===== src/rtl/psrc_pkg.sv =====
// Package for the peripheral soft reset control block.
// Assumes a 32-bit classic Wishbone slave port and one system clock.
package psrc_pkg;
	localparam int          PSRC_AW            = 8;
	localparam int          PSRC_DW            = 32;
	localparam logic [7:0]  PSRC_OFS_TIMSER    = 8'h44;
	localparam logic [7:0]  PSRC_OFS_IOPORT    = 8'h48;
	localparam logic [31:0] PSRC_RST_TIMSER    = 32'h0000_0000;
	localparam logic [31:0] PSRC_RST_IOPORT    = 32'h0000_0000;
	localparam logic [31:0] PSRC_IMPL_TIMSER   = 32'h0307_0011;
	localparam logic [31:0] PSRC_IMPL_IOPORT   = 32'h0000_00ff;
	localparam int          PSRC_BIT_COMPARATOR_ONE_RESET     = 25;
	localparam int          PSRC_BIT_COMPARATOR_ZERO_RESET     = 24;
	localparam int          PSRC_BIT_TMR2      = 18;
	localparam int          PSRC_BIT_TMR1      = 17;
	localparam int          PSRC_BIT_TMR0      = 16;
	localparam int          PSRC_BIT_SSER      = 4;
	localparam int          PSRC_BIT_ASER      = 0;
	localparam int          PSRC_NPORTS        = 8;
	localparam logic [31:0] PSRC_UNMAPPED_DATA = 32'h0000_0000;
endpackage : psrc_pkg


===== src/rtl/psrc_mask_reg.sv =====
// One masked soft reset register.
// Assumes write strobe and lane enables come from the bus slave.
module psrc_mask_reg
	import psrc_pkg::*;
#(
	parameter logic [31:0] IMPL  = 32'hffff_ffff,
	parameter logic [31:0] RSTV  = 32'h0000_0000
) (
	// Clock and reset
	input  wire logic        clock_i,
	input  wire logic        reset_i,
	// Write port
	input  wire logic        wr_i,
	input  wire logic [3:0]  sel_i,
	input  wire logic [31:0] data_i,
	input  wire logic [31:0] cap_i,
	// Value
	output logic      [31:0] value_o
);
	typedef struct packed {
		logic [31:0] value;
	} psrc_mreg_s;
	psrc_mreg_s st;
	psrc_mreg_s next_st;
	logic [31:0] wmask;

	always_comb begin
		next_st = st;
		for (int i = 0; i < 4; i++) begin
			wmask[i*8 +: 8] = {8{sel_i[i]}};
		end
		wmask = wmask & cap_i & IMPL;
		if (wr_i) begin
			next_st.value = (st.value & ~wmask) | (data_i & wmask);
		end
	end

	always_ff @(posedge clock_i) begin
		if (reset_i) begin
			st.value <= RSTV;
		end else begin
			st <= next_st;
		end
	end

	assign value_o = st.value;

	held_bits_a: assert property (@(posedge clock_i) disable iff (reset_i)
		!wr_i |=> (value_o == $past(value_o)))
		else $error("register changed without a write");
	reserved_zero_a: assert property (@(posedge clock_i) disable iff (reset_i)
		(value_o & ~IMPL) == 32'h0000_0000)
		else $error("reserved bit set");
	cap_guard_a: assert property (@(posedge clock_i) disable iff (reset_i)
		1'b1 |=> ((value_o ^ $past(value_o)) & ~$past(cap_i)) == 32'h0000_0000)
		else $error("bit changed outside capability mask");
endmodule : psrc_mask_reg


===== src/rtl/psrc_reset_drive.sv =====
// Registered reset drivers, one per controlled unit.
// Assumes control bits come from the same clock domain.
module psrc_reset_drive #(
	parameter int N = 8
) (
	// Clock and reset
	input  wire logic         clock_i,
	input  wire logic         reset_i,
	// Control
	input  wire logic [N-1:0] ctrl_i,
	// Reset outputs
	output logic      [N-1:0] rst_o
);
	genvar g;
	generate
		for (g = 0; g < N; g++) begin : g_drv
			typedef struct packed {
				logic r;
			} psrc_drv_s;
			psrc_drv_s st;
			psrc_drv_s next_st;
			always_comb begin
				next_st.r = ctrl_i[g];
			end
			always_ff @(posedge clock_i) begin
				if (reset_i) begin
					st.r <= 1'b0;
				end else begin
					st <= next_st;
				end
			end
			assign rst_o[g] = st.r;
		end
	endgenerate

	follow_ctrl_a: assert property (@(posedge clock_i) disable iff (reset_i)
		1'b1 |=> (rst_o == $past(ctrl_i)))
		else $error("reset output lags control by more than a cycle");
endmodule : psrc_reset_drive


===== src/rtl/psrc_top.sv =====
// Peripheral soft reset control: two masked registers on classic Wishbone.
// Assumes capability masks are static inputs from the same clock domain.
// Notes on behaviour
// - Writes to the timer/serial register change only bits enabled by mask two.
// - Writes to the io port register change only bits enabled by mask four.
// - Bits 25 and 24 drive the resets of comparators one and zero.
// - Bits 18, 17 and 16 drive the resets of counters two, one and zero.
// - Bit 4 drives the reset of the synchronous serial unit.
// - Bit 0 drives the reset of the asynchronous serial unit.
// - Io port register bits 7 to 0 drive resets of ports H to A.
// - Unassigned bits are read-only zero and software preserves them.
// - Both registers clear to zero on system reset.
//
// Our own choice: register access over Wishbone.
module psrc_top
	import psrc_pkg::*;
(
	// Clock and reset
	input  wire logic                         clock_i,
	input  wire logic                         reset_i,
	// Wishbone slave
	input  wire logic                         wb_cyc_i,
	input  wire logic                         wb_stb_i,
	input  wire logic                         wb_we_i,
	input  wire logic [psrc_pkg::PSRC_AW-1:0] wb_adr_i,
	input  wire logic [3:0]                   wb_sel_i,
	input  wire logic [psrc_pkg::PSRC_DW-1:0] wb_dat_i,
	output logic      [psrc_pkg::PSRC_DW-1:0] wb_dat_o,
	output logic                              wb_ack_o,
	// Capability masks
	input  wire logic [31:0]                  capability_mask_two_i,
	input  wire logic [31:0]                  capability_mask_four_i,
	// Peripheral resets
	output logic                              comparator_one_reset_o,
	output logic                              comparator_zero_reset_o,
	output logic                              gp_counter_two_reset_o,
	output logic                              gp_counter_one_reset_o,
	output logic                              gp_counter_zero_reset_o,
	output logic                              sync_serial_zero_reset_o,
	output logic                              async_serial_zero_reset_o,
	output logic      [psrc_pkg::PSRC_NPORTS-1:0] io_port_reset_o
);
	import psrc_pkg::*;

	typedef struct packed {
		logic        ack;
		logic [31:0] dat;
	} psrc_bus_s;
	psrc_bus_s st;
	psrc_bus_s next_st;

	logic        req;
	logic        hit_ts;
	logic        hit_io;
	logic [31:0] ts_val;
	logic [31:0] io_val;
	logic [14:0] drv_rst;

	// One-cycle answer; ack low for a cycle between requests
	// Writes commit at the edge the master samples ack, so an aborted cycle writes nothing
	assign req    = wb_cyc_i & wb_stb_i & ~st.ack;
	assign hit_ts = wb_adr_i == PSRC_OFS_TIMSER;
	assign hit_io = wb_adr_i == PSRC_OFS_IOPORT;

	psrc_mask_reg #(
		.IMPL (PSRC_IMPL_TIMSER),
		.RSTV (PSRC_RST_TIMSER)
	) u_ts (
		.clock_i (clock_i),
		.reset_i (reset_i),
		.wr_i    (st.ack & wb_cyc_i & wb_stb_i & wb_we_i & hit_ts),
		.sel_i   (wb_sel_i),
		.data_i  (wb_dat_i),
		.cap_i   (capability_mask_two_i),
		.value_o (ts_val)
	);

	psrc_mask_reg #(
		.IMPL (PSRC_IMPL_IOPORT),
		.RSTV (PSRC_RST_IOPORT)
	) u_io (
		.clock_i (clock_i),
		.reset_i (reset_i),
		.wr_i    (st.ack & wb_cyc_i & wb_stb_i & wb_we_i & hit_io),
		.sel_i   (wb_sel_i),
		.data_i  (wb_dat_i),
		.cap_i   (capability_mask_four_i),
		.value_o (io_val)
	);

	always_comb begin
		next_st     = st;
		next_st.ack = req;
		if (req && !wb_we_i) begin
			if (hit_ts) begin
				next_st.dat = ts_val;
			end else if (hit_io) begin
				next_st.dat = io_val;
			end else begin
				next_st.dat = PSRC_UNMAPPED_DATA;
			end
		end
	end

	always_ff @(posedge clock_i) begin
		if (reset_i) begin
			st.ack <= 1'b0;
			st.dat <= 32'h0000_0000;
		end else begin
			st <= next_st;
		end
	end

	assign wb_ack_o = st.ack;
	assign wb_dat_o = st.dat;

	psrc_reset_drive #(
		.N (15)
	) u_drv (
		.clock_i (clock_i),
		.reset_i (reset_i),
		.ctrl_i  ({ts_val[PSRC_BIT_COMPARATOR_ONE_RESET], ts_val[PSRC_BIT_COMPARATOR_ZERO_RESET],
		           ts_val[PSRC_BIT_TMR2], ts_val[PSRC_BIT_TMR1], ts_val[PSRC_BIT_TMR0],
		           ts_val[PSRC_BIT_SSER], ts_val[PSRC_BIT_ASER],
		           io_val[PSRC_NPORTS-1:0]}),
		.rst_o   (drv_rst)
	);

	// Flop outputs sit inside the driver module
	assign comparator_one_reset_o    = drv_rst[14];
	assign comparator_zero_reset_o   = drv_rst[13];
	assign gp_counter_two_reset_o    = drv_rst[12];
	assign gp_counter_one_reset_o    = drv_rst[11];
	assign gp_counter_zero_reset_o   = drv_rst[10];
	assign sync_serial_zero_reset_o  = drv_rst[9];
	assign async_serial_zero_reset_o = drv_rst[8];
	assign io_port_reset_o           = drv_rst[7:0];

	ack_one_cycle_a: assert property (@(posedge clock_i) disable iff (reset_i)
		wb_ack_o |=> !wb_ack_o)
		else $error("ack held two cycles");
	ack_follows_req_a: assert property (@(posedge clock_i) disable iff (reset_i)
		(wb_cyc_i && wb_stb_i && !wb_ack_o) |=> wb_ack_o)
		else $error("no ack one cycle after request");
	read_masked_a: assert property (@(posedge clock_i) disable iff (reset_i)
		wb_ack_o |-> (wb_dat_o & ~(PSRC_IMPL_TIMSER | PSRC_IMPL_IOPORT)) == 32'h0)
		else $error("reserved read data not zero");
	comp_reset_a: assert property (@(posedge clock_i) disable iff (reset_i)
		1'b1 |=> comparator_one_reset_o == $past(ts_val[PSRC_BIT_COMPARATOR_ONE_RESET]))
		else $error("comparator reset not following bit");
	uart_reset_a: assert property (@(posedge clock_i) disable iff (reset_i)
		1'b1 |=> async_serial_zero_reset_o == $past(ts_val[PSRC_BIT_ASER]))
		else $error("async serial reset not following bit");
	port_reset_a: assert property (@(posedge clock_i) disable iff (reset_i)
		1'b1 |=> io_port_reset_o == $past(io_val[7:0]))
		else $error("port reset not following bits");
	io_cap_a: assert property (@(posedge clock_i) disable iff (reset_i)
		1'b1 |=> ((io_val ^ $past(io_val)) & ~$past(capability_mask_four_i)) == 32'h0)
		else $error("io bit changed outside mask");
	reset_clear_a: assert property (@(posedge clock_i)
		reset_i |=> (ts_val == PSRC_RST_TIMSER && io_val == PSRC_RST_IOPORT))
		else $error("registers not cleared by reset");
	timer_ssi_a: assert property (@(posedge clock_i) disable iff (reset_i)
		1'b1 |=> (gp_counter_two_reset_o == $past(ts_val[PSRC_BIT_TMR2])
		       && sync_serial_zero_reset_o == $past(ts_val[PSRC_BIT_SSER])))
		else $error("counter or sync serial reset wrong");

	write_ts_c: cover property (@(posedge clock_i) req && wb_we_i && hit_ts);
	write_io_c: cover property (@(posedge clock_i) req && wb_we_i && hit_io);
	read_back_c: cover property (@(posedge clock_i) req && !wb_we_i && hit_ts);
	release_c: cover property (@(posedge clock_i) $fell(gp_counter_zero_reset_o));
endmodule : psrc_top


===== config.mk =====
export PLATFORM = sky130hd
export DESIGN_NAME = psrc_top
export DESIGN_NICKNAME = d
export VERILOG_FILES = /design/src/rtl/psrc_pkg.sv /design/src/rtl/psrc_mask_reg.sv /design/src/rtl/psrc_reset_drive.sv /design/src/rtl/psrc_top.sv
export SDC_FILE = /design/constraint.sdc
export NUM_CORES = 1
export LEC_CHECK = 0
export ABC_CLOCK_PERIOD_IN_PS = 1800
export BUFFER_PORTS_ARGS = -buffer_cell sky130_fd_sc_hd__buf_2
export CAP_MARGIN = 25
export CORE_AREA = 2 2 86 129
export DETAILED_ROUTE_END_ITERATION = 10
export DIE_AREA = 0 0 88 131
export GPL_ROUTABILITY_DRIVEN = 0
export GPL_TIMING_DRIVEN = 0
export SKIP_LAST_GASP = 1
export SYNTH_ARGS = -nofsm -noshare
export SYNTH_HDL_FRONTEND = slang
export SYNTH_HIERARCHICAL = 1
export SYNTH_SLANG_ARGS = --single-unit

===== constraint.sdc =====
create_clock -name clock_i -period 1.8 [get_ports clock_i]
set_input_delay 0.27 -clock clock_i [delete_from_list [all_inputs] [get_ports clock_i]]
set_output_delay 0.27 -clock clock_i [all_outputs]
set_load 0.02 [all_outputs]

==> Yosys cells after proc, flatten, opt, wreduce, memory -nomap -nowiden <==
Index checks and enable logic that the tools add are counted.
W data, S select, Z words.
{ "word_totals": {"reg_bits": 112, "in_bits": 113, "out_inout_bits": 48, "wordCells": 43} }
{ "op_classes": {"eq_ne": 2, "n_mux": 2, "bitwise_logic": 18, "reduce_logical": 2} }
{ "op_table": {"columns": ["operator", "count"], "rows": [
  ["$and A32 B32 Y32", 2],
  ["$mux W32", 2],
  ["$or A32 B32 Y32", 2],
  ["$and A32 B26 Y32", 1],
  ["$and A32 B8 Y32", 1],
  ["$not A26 Y32", 1],
  ["$not A8 Y32", 1],
  ["$and A26 B26 Y26", 1],
  ["$eq A8 B7 Y1 const B", 2],
  ["$and A8 B8 Y8", 1],
  ["$and A1 B1 Y1", 7],
  ["$logic_and A1 B1 Y1", 1],
  ["$logic_not A1 Y1", 1],
  ["$not A1 Y1", 1]
]} }

==> Depth between registers and ports, before layout <==
Gate-level depths: netlist of run 1.
{ "logic_depth": {"ltp_word": 4, "mapped_depth": 6} }

==> Cells and area by module <==
The synthesis of run 1 kept the hierarchy.
{ "by_module_without_submodules": {"columns": ["module", "n_inst", "cells_per_inst", "area_per_inst_um2"], "rows": [
  ["psrc_top", 1, 118, 1381.3],
  ["psrc_mask_reg (u_io)", 1, 68, 600.6],
  ["psrc_reset_drive", 1, 46, 545.5],
  ["psrc_mask_reg (u_ts)", 1, 62, 535.5]
]} }

==> Worst setup path after synthesis of run 1 <==
Ideal clock, no wire load.
{ "synth_timing": {"kind": "register -> register", "start": "register st (netlist bit wb_ack_o)", "end": "register st (netlist bit wb_dat_o[8])", "setup_time_ns": 0.122, "arrival_time_ns": 1.483, "required_ns": 1.678, "path_slack_ns": 0.195, "stages_incl_launch_ff": 6, "period_less_slack_ns": 1.605, "path_cell_list": "dfxtp_1 nand4bb_1 nor2b_1 clkbuf_1 and2_1 a221o_1"} }
{ "synth_between": {"elab_chain_cells": 3} }
{ "synth_rtl": {"columns": ["item", "line_no", "rtl"], "rows": [
  ["start: declaration", "psrc_top.sv:49", "psrc_bus_s st;"],
  ["start signal: assignment", "psrc_top.sv:110", "st <= next_st;"],
  ["$not A1 Y1", "psrc_top.sv:61", "assign req = wb_cyc_i & wb_stb_i & ~st.ack;"],
  ["$and A1 B1 Y1", "psrc_top.sv:61", null],
  ["$logic_and A1 B1 Y1", "psrc_top.sv:94", "if (req && !wb_we_i) begin"]
]} }
Every way passes these cells.
A chain may end at the register's enable or synchronous reset.

==> Final worst setup path of run 1 <==
{ "layout_timing": {"start": "register st (netlist bit wb_ack_o)", "end": "register st (netlist bit wb_dat_o[3])"} }
Same word-level chain as after synthesis.

==> metrics.md, run 1 <==
| Metric | Value |
|---|---|
| Main synth FF type | `dfxtp_1` |
| Post-route DRC | `0` |
| Worst slew margin | `66.3%` |
| Startpoint Class | `flop` |
| F_max | `0.595 GHz` |
| Hold buffers post-CTS | `0` |
| Initial DRT Pass Iterations | `4` |
| Number of cells in the design after placement | `576` |
| # resized after CTS | `3` |
| Nets | `556` |
| Largest net degree at the start of global routing | `23` |
| Finished Layout Cells | `592` |
| IO Count | `161` |
| EDFF count, synth | `0` |
| Peak supply drop | `0.407 mV` |
| Core footprint | `10,400 um2` |
| Die height | `131 um` |
| Worst-path clk slew | `60 ps` |
| R2R Path End | `wb_dat_o[3]` |
| Distinct cell type count after synthesis | `23` |
| Clock Sink Count | `63` |
| Actual slew at the worst max-slew pin | `503 ps` |
| N_diodes | `0` |
| Reg2reg start | `wb_ack_o` |
| Worst Skew | `4.84 ps` |
| Synth Area in XOR/XNOR | `0%` |
| Pleak | `2.16 nW` |
| Hold Startpoint | `wb_dat_i[2]` |
| CP Max Fanout | `10` |
| Initial antenna violation count | `0` |
| Vias/cell | `3.93` |
| Port buffer count | `91` |
| R2r setup slk | `120 ps` |
| Num rows | `46` |
| Main combinational cell family by area after synthesis | `simple AND/OR/NAND/NOR gates` |
| Final setup TNS | `0 ps` |
| CTS H-Tree Depth | `3` |
| CTS Root Cell | `clkbuf_16` |
| Layout area overhead | `37.1%` |
| Wirelength, routed | `7100 um` |
| Req. time, crit path | `2010 ps` |
| RSZ-0062 raised after global routing | `false` |
| Grt total ovfl | `0` |
| Final hold slack | `191 ps` |
| Mapped Area | `3060 um2` |
| Layout cells sized above 1 | `46.2%` |
| Mapped Avg Cell Area | `10.4 um2` |
| Fraction of synthesized area in multiplexers | `4.90%` |
| WS Path Type | `reg2reg` |
| Post-synthesis compound-gate area fraction | `10.5%` |
| Initial core utilization | `29.4%` |
| Fin. Hold Viols | `0` |
| Clock Latency Late Sink | `330 ps` |
| # Post-CTS Setup Buffers | `0` |
| CTS buffer count | `9` |
| Max-cap check violation count | `0` |
| Commonest non-fill, non-tap cell in the layout | `buf_2` |
| WL/cell | `12.0 um` |
| Antenna Nets Post-Route | `0` |
| DRT iter0 DRCs | `52` |
| Most frequent cells in the layout | `buf_2, buf_4, dfxtp_1` |
| Die footprint | `11,500 um2` |
| Pre-CTS setup slack | `-367 ps` |
| Worst R2R Path Depth | `5` |
| CTS tree | `yes` |
| Die Wd | `88 um` |
| # setup viols final | `0` |
| Final Max Slew Viols | `0` |
| Pwr Density | `808 nW/um2` |
| Asr flop ratio synth | `0%` |
| Crit path capture type | `flop` |
| Utilization after layout | `40.3%` |
| Setup slack after layout | `119 ps` |
| Clock tree buffer depth | `2` |
| Register area share after synthesis | `41.2%` |
| Post-layout min period | `1680 ps` |
| Status | `finished, final reports clean` |
| All-Layer GR Usage | `13.0%` |
| Tcrit/Tclk final | `93.4%` |
| Synthesis warning total | `6` |
| Worst hold path type | `in2reg` |
| Worst hold stages | `3` |
| Final HPWL DP | `5340 um` |
| Crit path arrival time | `1890 ps` |
| Synthesized flop and latch total | `63` |
| Vias in the first global route | `2,293` |
| Routed via count | `2,328` |
| Simple-gate area share of the yosys netlist | `24.1%` |
| Global-route wire length before repair | `11,200 um` |
| Adder-cell share of the synthesized area | `0%` |
| Cell count after synthesis | `294` |
-- worst max-delay path, cell delays in order (launching register included) --
cell,delay [ps]
dfxtp_1,330
nand4bb_2,300
nor2b_1,250
clkbuf_2,240
and2_0,200
a221o_1,250
-- how the worst max path moves through the flow --
stage	start	endpoint
2_1_floorplan	wb_ack_o	wb_dat_o[8]
3_3_place_gp	wb_adr_i[5]	flop
3_5_place_dp	wb_adr_i[5]	flop
4_1_cts	wb_ack_o	wb_dat_o[16]
5_1_grt	wb_ack_o	wb_dat_o[10]
6_report	wb_ack_o	wb_dat_o[3]
-- power breakdown --
group	internal [mW]	switching, mW
clock	1.11	0.649
combinational	0.134	0.0991
sequential	1.40	0.000970
total	2.64	0.749
-- kinds of logic (layout without fill, tap and decap cells) --
logic type / count (synthesis) / after routing
simple gates: 104 / 104
buf+inv: 78 / 185
flops: 63 / 63
compound gates: 32 / 32
mux: 15 / 15
other cells: 2 / 49
-- synth_stat cells, types with 3 or more instances --
cell	instances	area [um2]
and2_1	10	62.6
buf_4	64	480
and2b_2	3	26.3
nand3_1	15	75.1
nor2b_2	7	61.3
nand2b_2	6	52.6
mux2i_1	15	150
nor4_4	3	63.8
dfxtp_1	63	1260
nor2b_1	4	25.0
buf_6	6	67.6
buf_2	5	25.0
clkbuf_1	3	11.3
a221o_1	32	320
and2_0	22	138
nand2b_1	26	163
-- layer usage --
layer  part of all wire (%)  global-route usage [%]  vias to the layer above
met4                    1.3                    5.70                        0
li1                       -                       -                     1203
met3                    4.7                    3.58                        4
met1                     44                    15.1                     1063
met5                      0                       0                        -
met2                     50                    22.0                       58
-- metrics by stage --
step	power (mW)	cell area, um2
3_5_place_dp	1.65	3870
6_report	3.39	4200
5_1_grt	3.54	4200
4_1_cts	3.43	4190
3_3_place_gp	1.66	3870
2_1_floorplan	1.57	3240
-- final cells by class --
class	instances	area, um2
repair buffers	91	455
clock buffers	10	239
well taps	144	180
clock inverters	6	70.1
flip-flops and latches	63	1260
multi-input cells	200	1400
plain buffers	78	588
fillers	1052	6220
Note: power is estimated with default switching activity, not from simulation.
==> run 2: changes to the inputs <==
--- a/config.mk
+++ b/config.mk
@@ -13,6 +13,7 @@
 export DIE_AREA = 0 0 88 131
 export GPL_ROUTABILITY_DRIVEN = 0
 export GPL_TIMING_DRIVEN = 0
+export REMOVE_ABC_BUFFERS = 1
 export SKIP_LAST_GASP = 1
 export SYNTH_ARGS = -nofsm -noshare
 export SYNTH_HDL_FRONTEND = slang
==> run 2 against run 1 <==
  * Non-clock buffer count down 70
  * Cell count down 12%
  * Global-route usage down 1.9 points
  * Critical path type unchanged
==> metrics.md, run 2 (synthesis results as in run 1) <==
| Metric | Value |
|---|---|
| IO Count | `161 (unchanged)` |
| N_diodes | `0 (unchanged)` |
| Worst hold path type | `in2reg (unchanged)` |
| Worst R2R Path Depth | `5 (unchanged)` |
| Vias/cell | `4.08 (was 3.93)` |
| Wirelength, routed | `6170 um (was 7100 um)` |
| Vias in the first global route | `2,019 (was 2,293)` |
| Die footprint | `11,500 um2 (unchanged)` |
| CTS H-Tree Depth | `3 (unchanged)` |
| Actual slew at the worst max-slew pin | `869 ps (was 503 ps)` |
| Clock Latency Late Sink | `320 ps (was 330 ps)` |
| Most frequent cells in the layout | `buf_2, dfxtp_1, conb_1 (was buf_2, buf_4, dfxtp_1)` |
| Crit path to | `wb_dat_o[13] (was wb_dat_o[3])` |
| WS Path Type | `reg2reg (unchanged)` |
| Nets | `486 (was 556)` |
| Status | `finished, final reports clean (unchanged)` |
| Post-route DRC | `0 (unchanged)` |
| Critical Path, Cell by Cell | `nand4bb_2 > nor2b_4 > buf_16 > and2_0 > a221o_1 (was nand4bb_2 > nor2b_1 > clkbuf_2 > and2_0 > a221o_1)` |
| Grt total ovfl | `0 (unchanged)` |
| WL/cell | `11.8 um (was 12.0 um)` |
| Final Max Slew Viols | `0 (unchanged)` |
| Req. time, crit path | `2000 ps (was 2010 ps)` |
| Num rows | `46 (unchanged)` |
| Placed cell area | `3370 um2 (was 3870 um2)` |
| Routed via count | `2,132 (was 2,328)` |
| Layout cells sized above 1 | `36.5% (was 46.2%)` |
| Port buffer count | `91 (unchanged)` |
| Post-layout min period | `1640 ps (was 1680 ps)` |
| Antenna Nets Post-Route | `0 (unchanged)` |
| F_max | `0.609 GHz (was 0.595 GHz)` |
| Reg2reg start | `wb_ack_o (unchanged)` |
| Worst Skew | `5.46 ps (was 4.84 ps)` |
| Worst slew margin | `42.1% (was 66.3%)` |
| Startpoint Class | `flop (unchanged)` |
| Pleak | `1.82 nW (was 2.16 nW)` |
| Tcrit/Tclk final | `91.2% (was 93.4%)` |
| Finished Layout Cells | `522 (was 592)` |
| Hold buffers post-CTS | `0 (unchanged)` |
| Final HPWL DP | `4530 um (was 5340 um)` |
| DRT iter0 DRCs | `60 (was 52)` |
| Clock tree buffer depth | `2 (unchanged)` |
| Fin. Hold Viols | `0 (unchanged)` |
| Global-route wire length before repair | `9710 um (was 11,200 um)` |
| Number of cells in the design after placement | `503 (was 576)` |
| # setup viols final | `0 (unchanged)` |
| CP max stage cell | `dfxtp_1 (unchanged)` |
| Die Wd | `88 um (unchanged)` |
| Peak supply drop | `0.460 mV (was 0.407 mV)` |
| All-Layer GR Usage | `11.1% (was 13.0%)` |
| Crit path capture type | `flop (unchanged)` |
| CTS buffer count | `9 (unchanged)` |
| Pwr Density | `889 nW/um2 (was 808 nW/um2)` |
| Layout area overhead | `21.7% (was 37.1%)` |
| CP max stage delay | `330 ps (about the same)` |
| Pwr Total | `3.31 mW (was 3.39 mW)` |
| Crit path arrival time | `1840 ps (was 1890 ps)` |
| Critical Path Source | `wb_ack_o (unchanged)` |
| Clock Sink Count | `63 (unchanged)` |
| Worst-path clk slew | `50 ps (was 60 ps)` |
| Utilization after layout | `35.8% (was 40.3%)` |
| Core footprint | `10,400 um2 (unchanged)` |
| CTS Root Cell | `clkbuf_16 (unchanged)` |
| Commonest non-fill, non-tap cell in the layout | `buf_2 (unchanged)` |
| Initial DRT Pass Iterations | `4 (unchanged)` |
| Fin area | `3730 um2 (was 4200 um2)` |
| Initial core utilization | `29.4% (unchanged)` |
| Initial antenna violation count | `0 (unchanged)` |
| R2r setup slk | `160 ps (was 120 ps)` |
| CTS tree | `yes (unchanged)` |
| RSZ-0062 raised after global routing | `false (unchanged)` |
| R2R Path End | `wb_dat_o[13] (was wb_dat_o[3])` |
| Max-cap check violation count | `0 (unchanged)` |
| Largest net degree at the start of global routing | `50 (was 23)` |
| Die height | `131 um (unchanged)` |
| CP Max Fanout | `22 (was 10)` |
| Fill cells | `1,065 (was 1,052)` |
## run 2: worst min-delay path by stage
| stage | cells after the start | end | startpoint | slack (ps) |
|---|---|---|---|---|
| finish | 3 | flop | wb_dat_i[18] | 210 |
| global route | 3 | flop | wb_dat_i[16] | 200 |
| CTS | 3 | flop | wb_dat_i[5] | 190 |
| detailed placement | 1 | wb_ack_o | wb_ack_o | 460 |
| global placement | 1 | wb_ack_o | wb_ack_o | 450 |
| floorplan | 1 | u_drv/g_drv[10].st | reset_i | 340 |
## run 2: power breakdown
part | internal, mW | switching (mW)
Combinational | 0.0675 | 0.0791
Clock | 1.18 | 0.587
Sequential | 1.40 | 0.000911
## run 2: metal layers
metal / wire (um) / vias to the layer above / global-route usage, %
met5: 0 / - / 0
met1: 2730 / 996 / 13.3
met4: 106 / 0 / 5.43
met3: 316 / 9 / 3.45
met2: 3020 / 64 / 17.8
li1: - / 1063 / -
## run 2: layout make-up
class / count / area [um2] / share of cell area (%)
Clock buffer: 13 / 270 / 7.25
Clock inverter: 3 / 40.0 / 1.07
Multi-Input combinational cell: 200 / 1420 / 38.0
Sequential cell: 63 / 1260 / 33.8
Tap cell: 144 / 180 / 4.84
Timing Repair Buffer: 99 / 558 / 15.0
## run 2: timing repair
item | in CTS | in global routing
gates resized for setup | 3 | 1
endpoints found under the setup margin | 26 | 6
setup buffers | 1 | 2
cloned | 0 | 0
pin swaps | 1 | 1
## run 2: per-stage QoR
step,setup WS [ps],setup TNS (ps),hold slack (ps)
4_1_cts,36.8,0,190
3_3_place_gp,-1080,-39880,446
5_1_grt,59.2,0,202
3_5_place_dp,-485,-14080,459
2_1_floorplan,-174,-4300,336
6_report,158,0,207
## run 2: critical path: cells and delay by family (launching register included)
family | cells | cell delay [ps]
buf+inv | 1 | 220
compound gates | 1 | 270
simple gates | 3 | 700
flops | 1 | 330
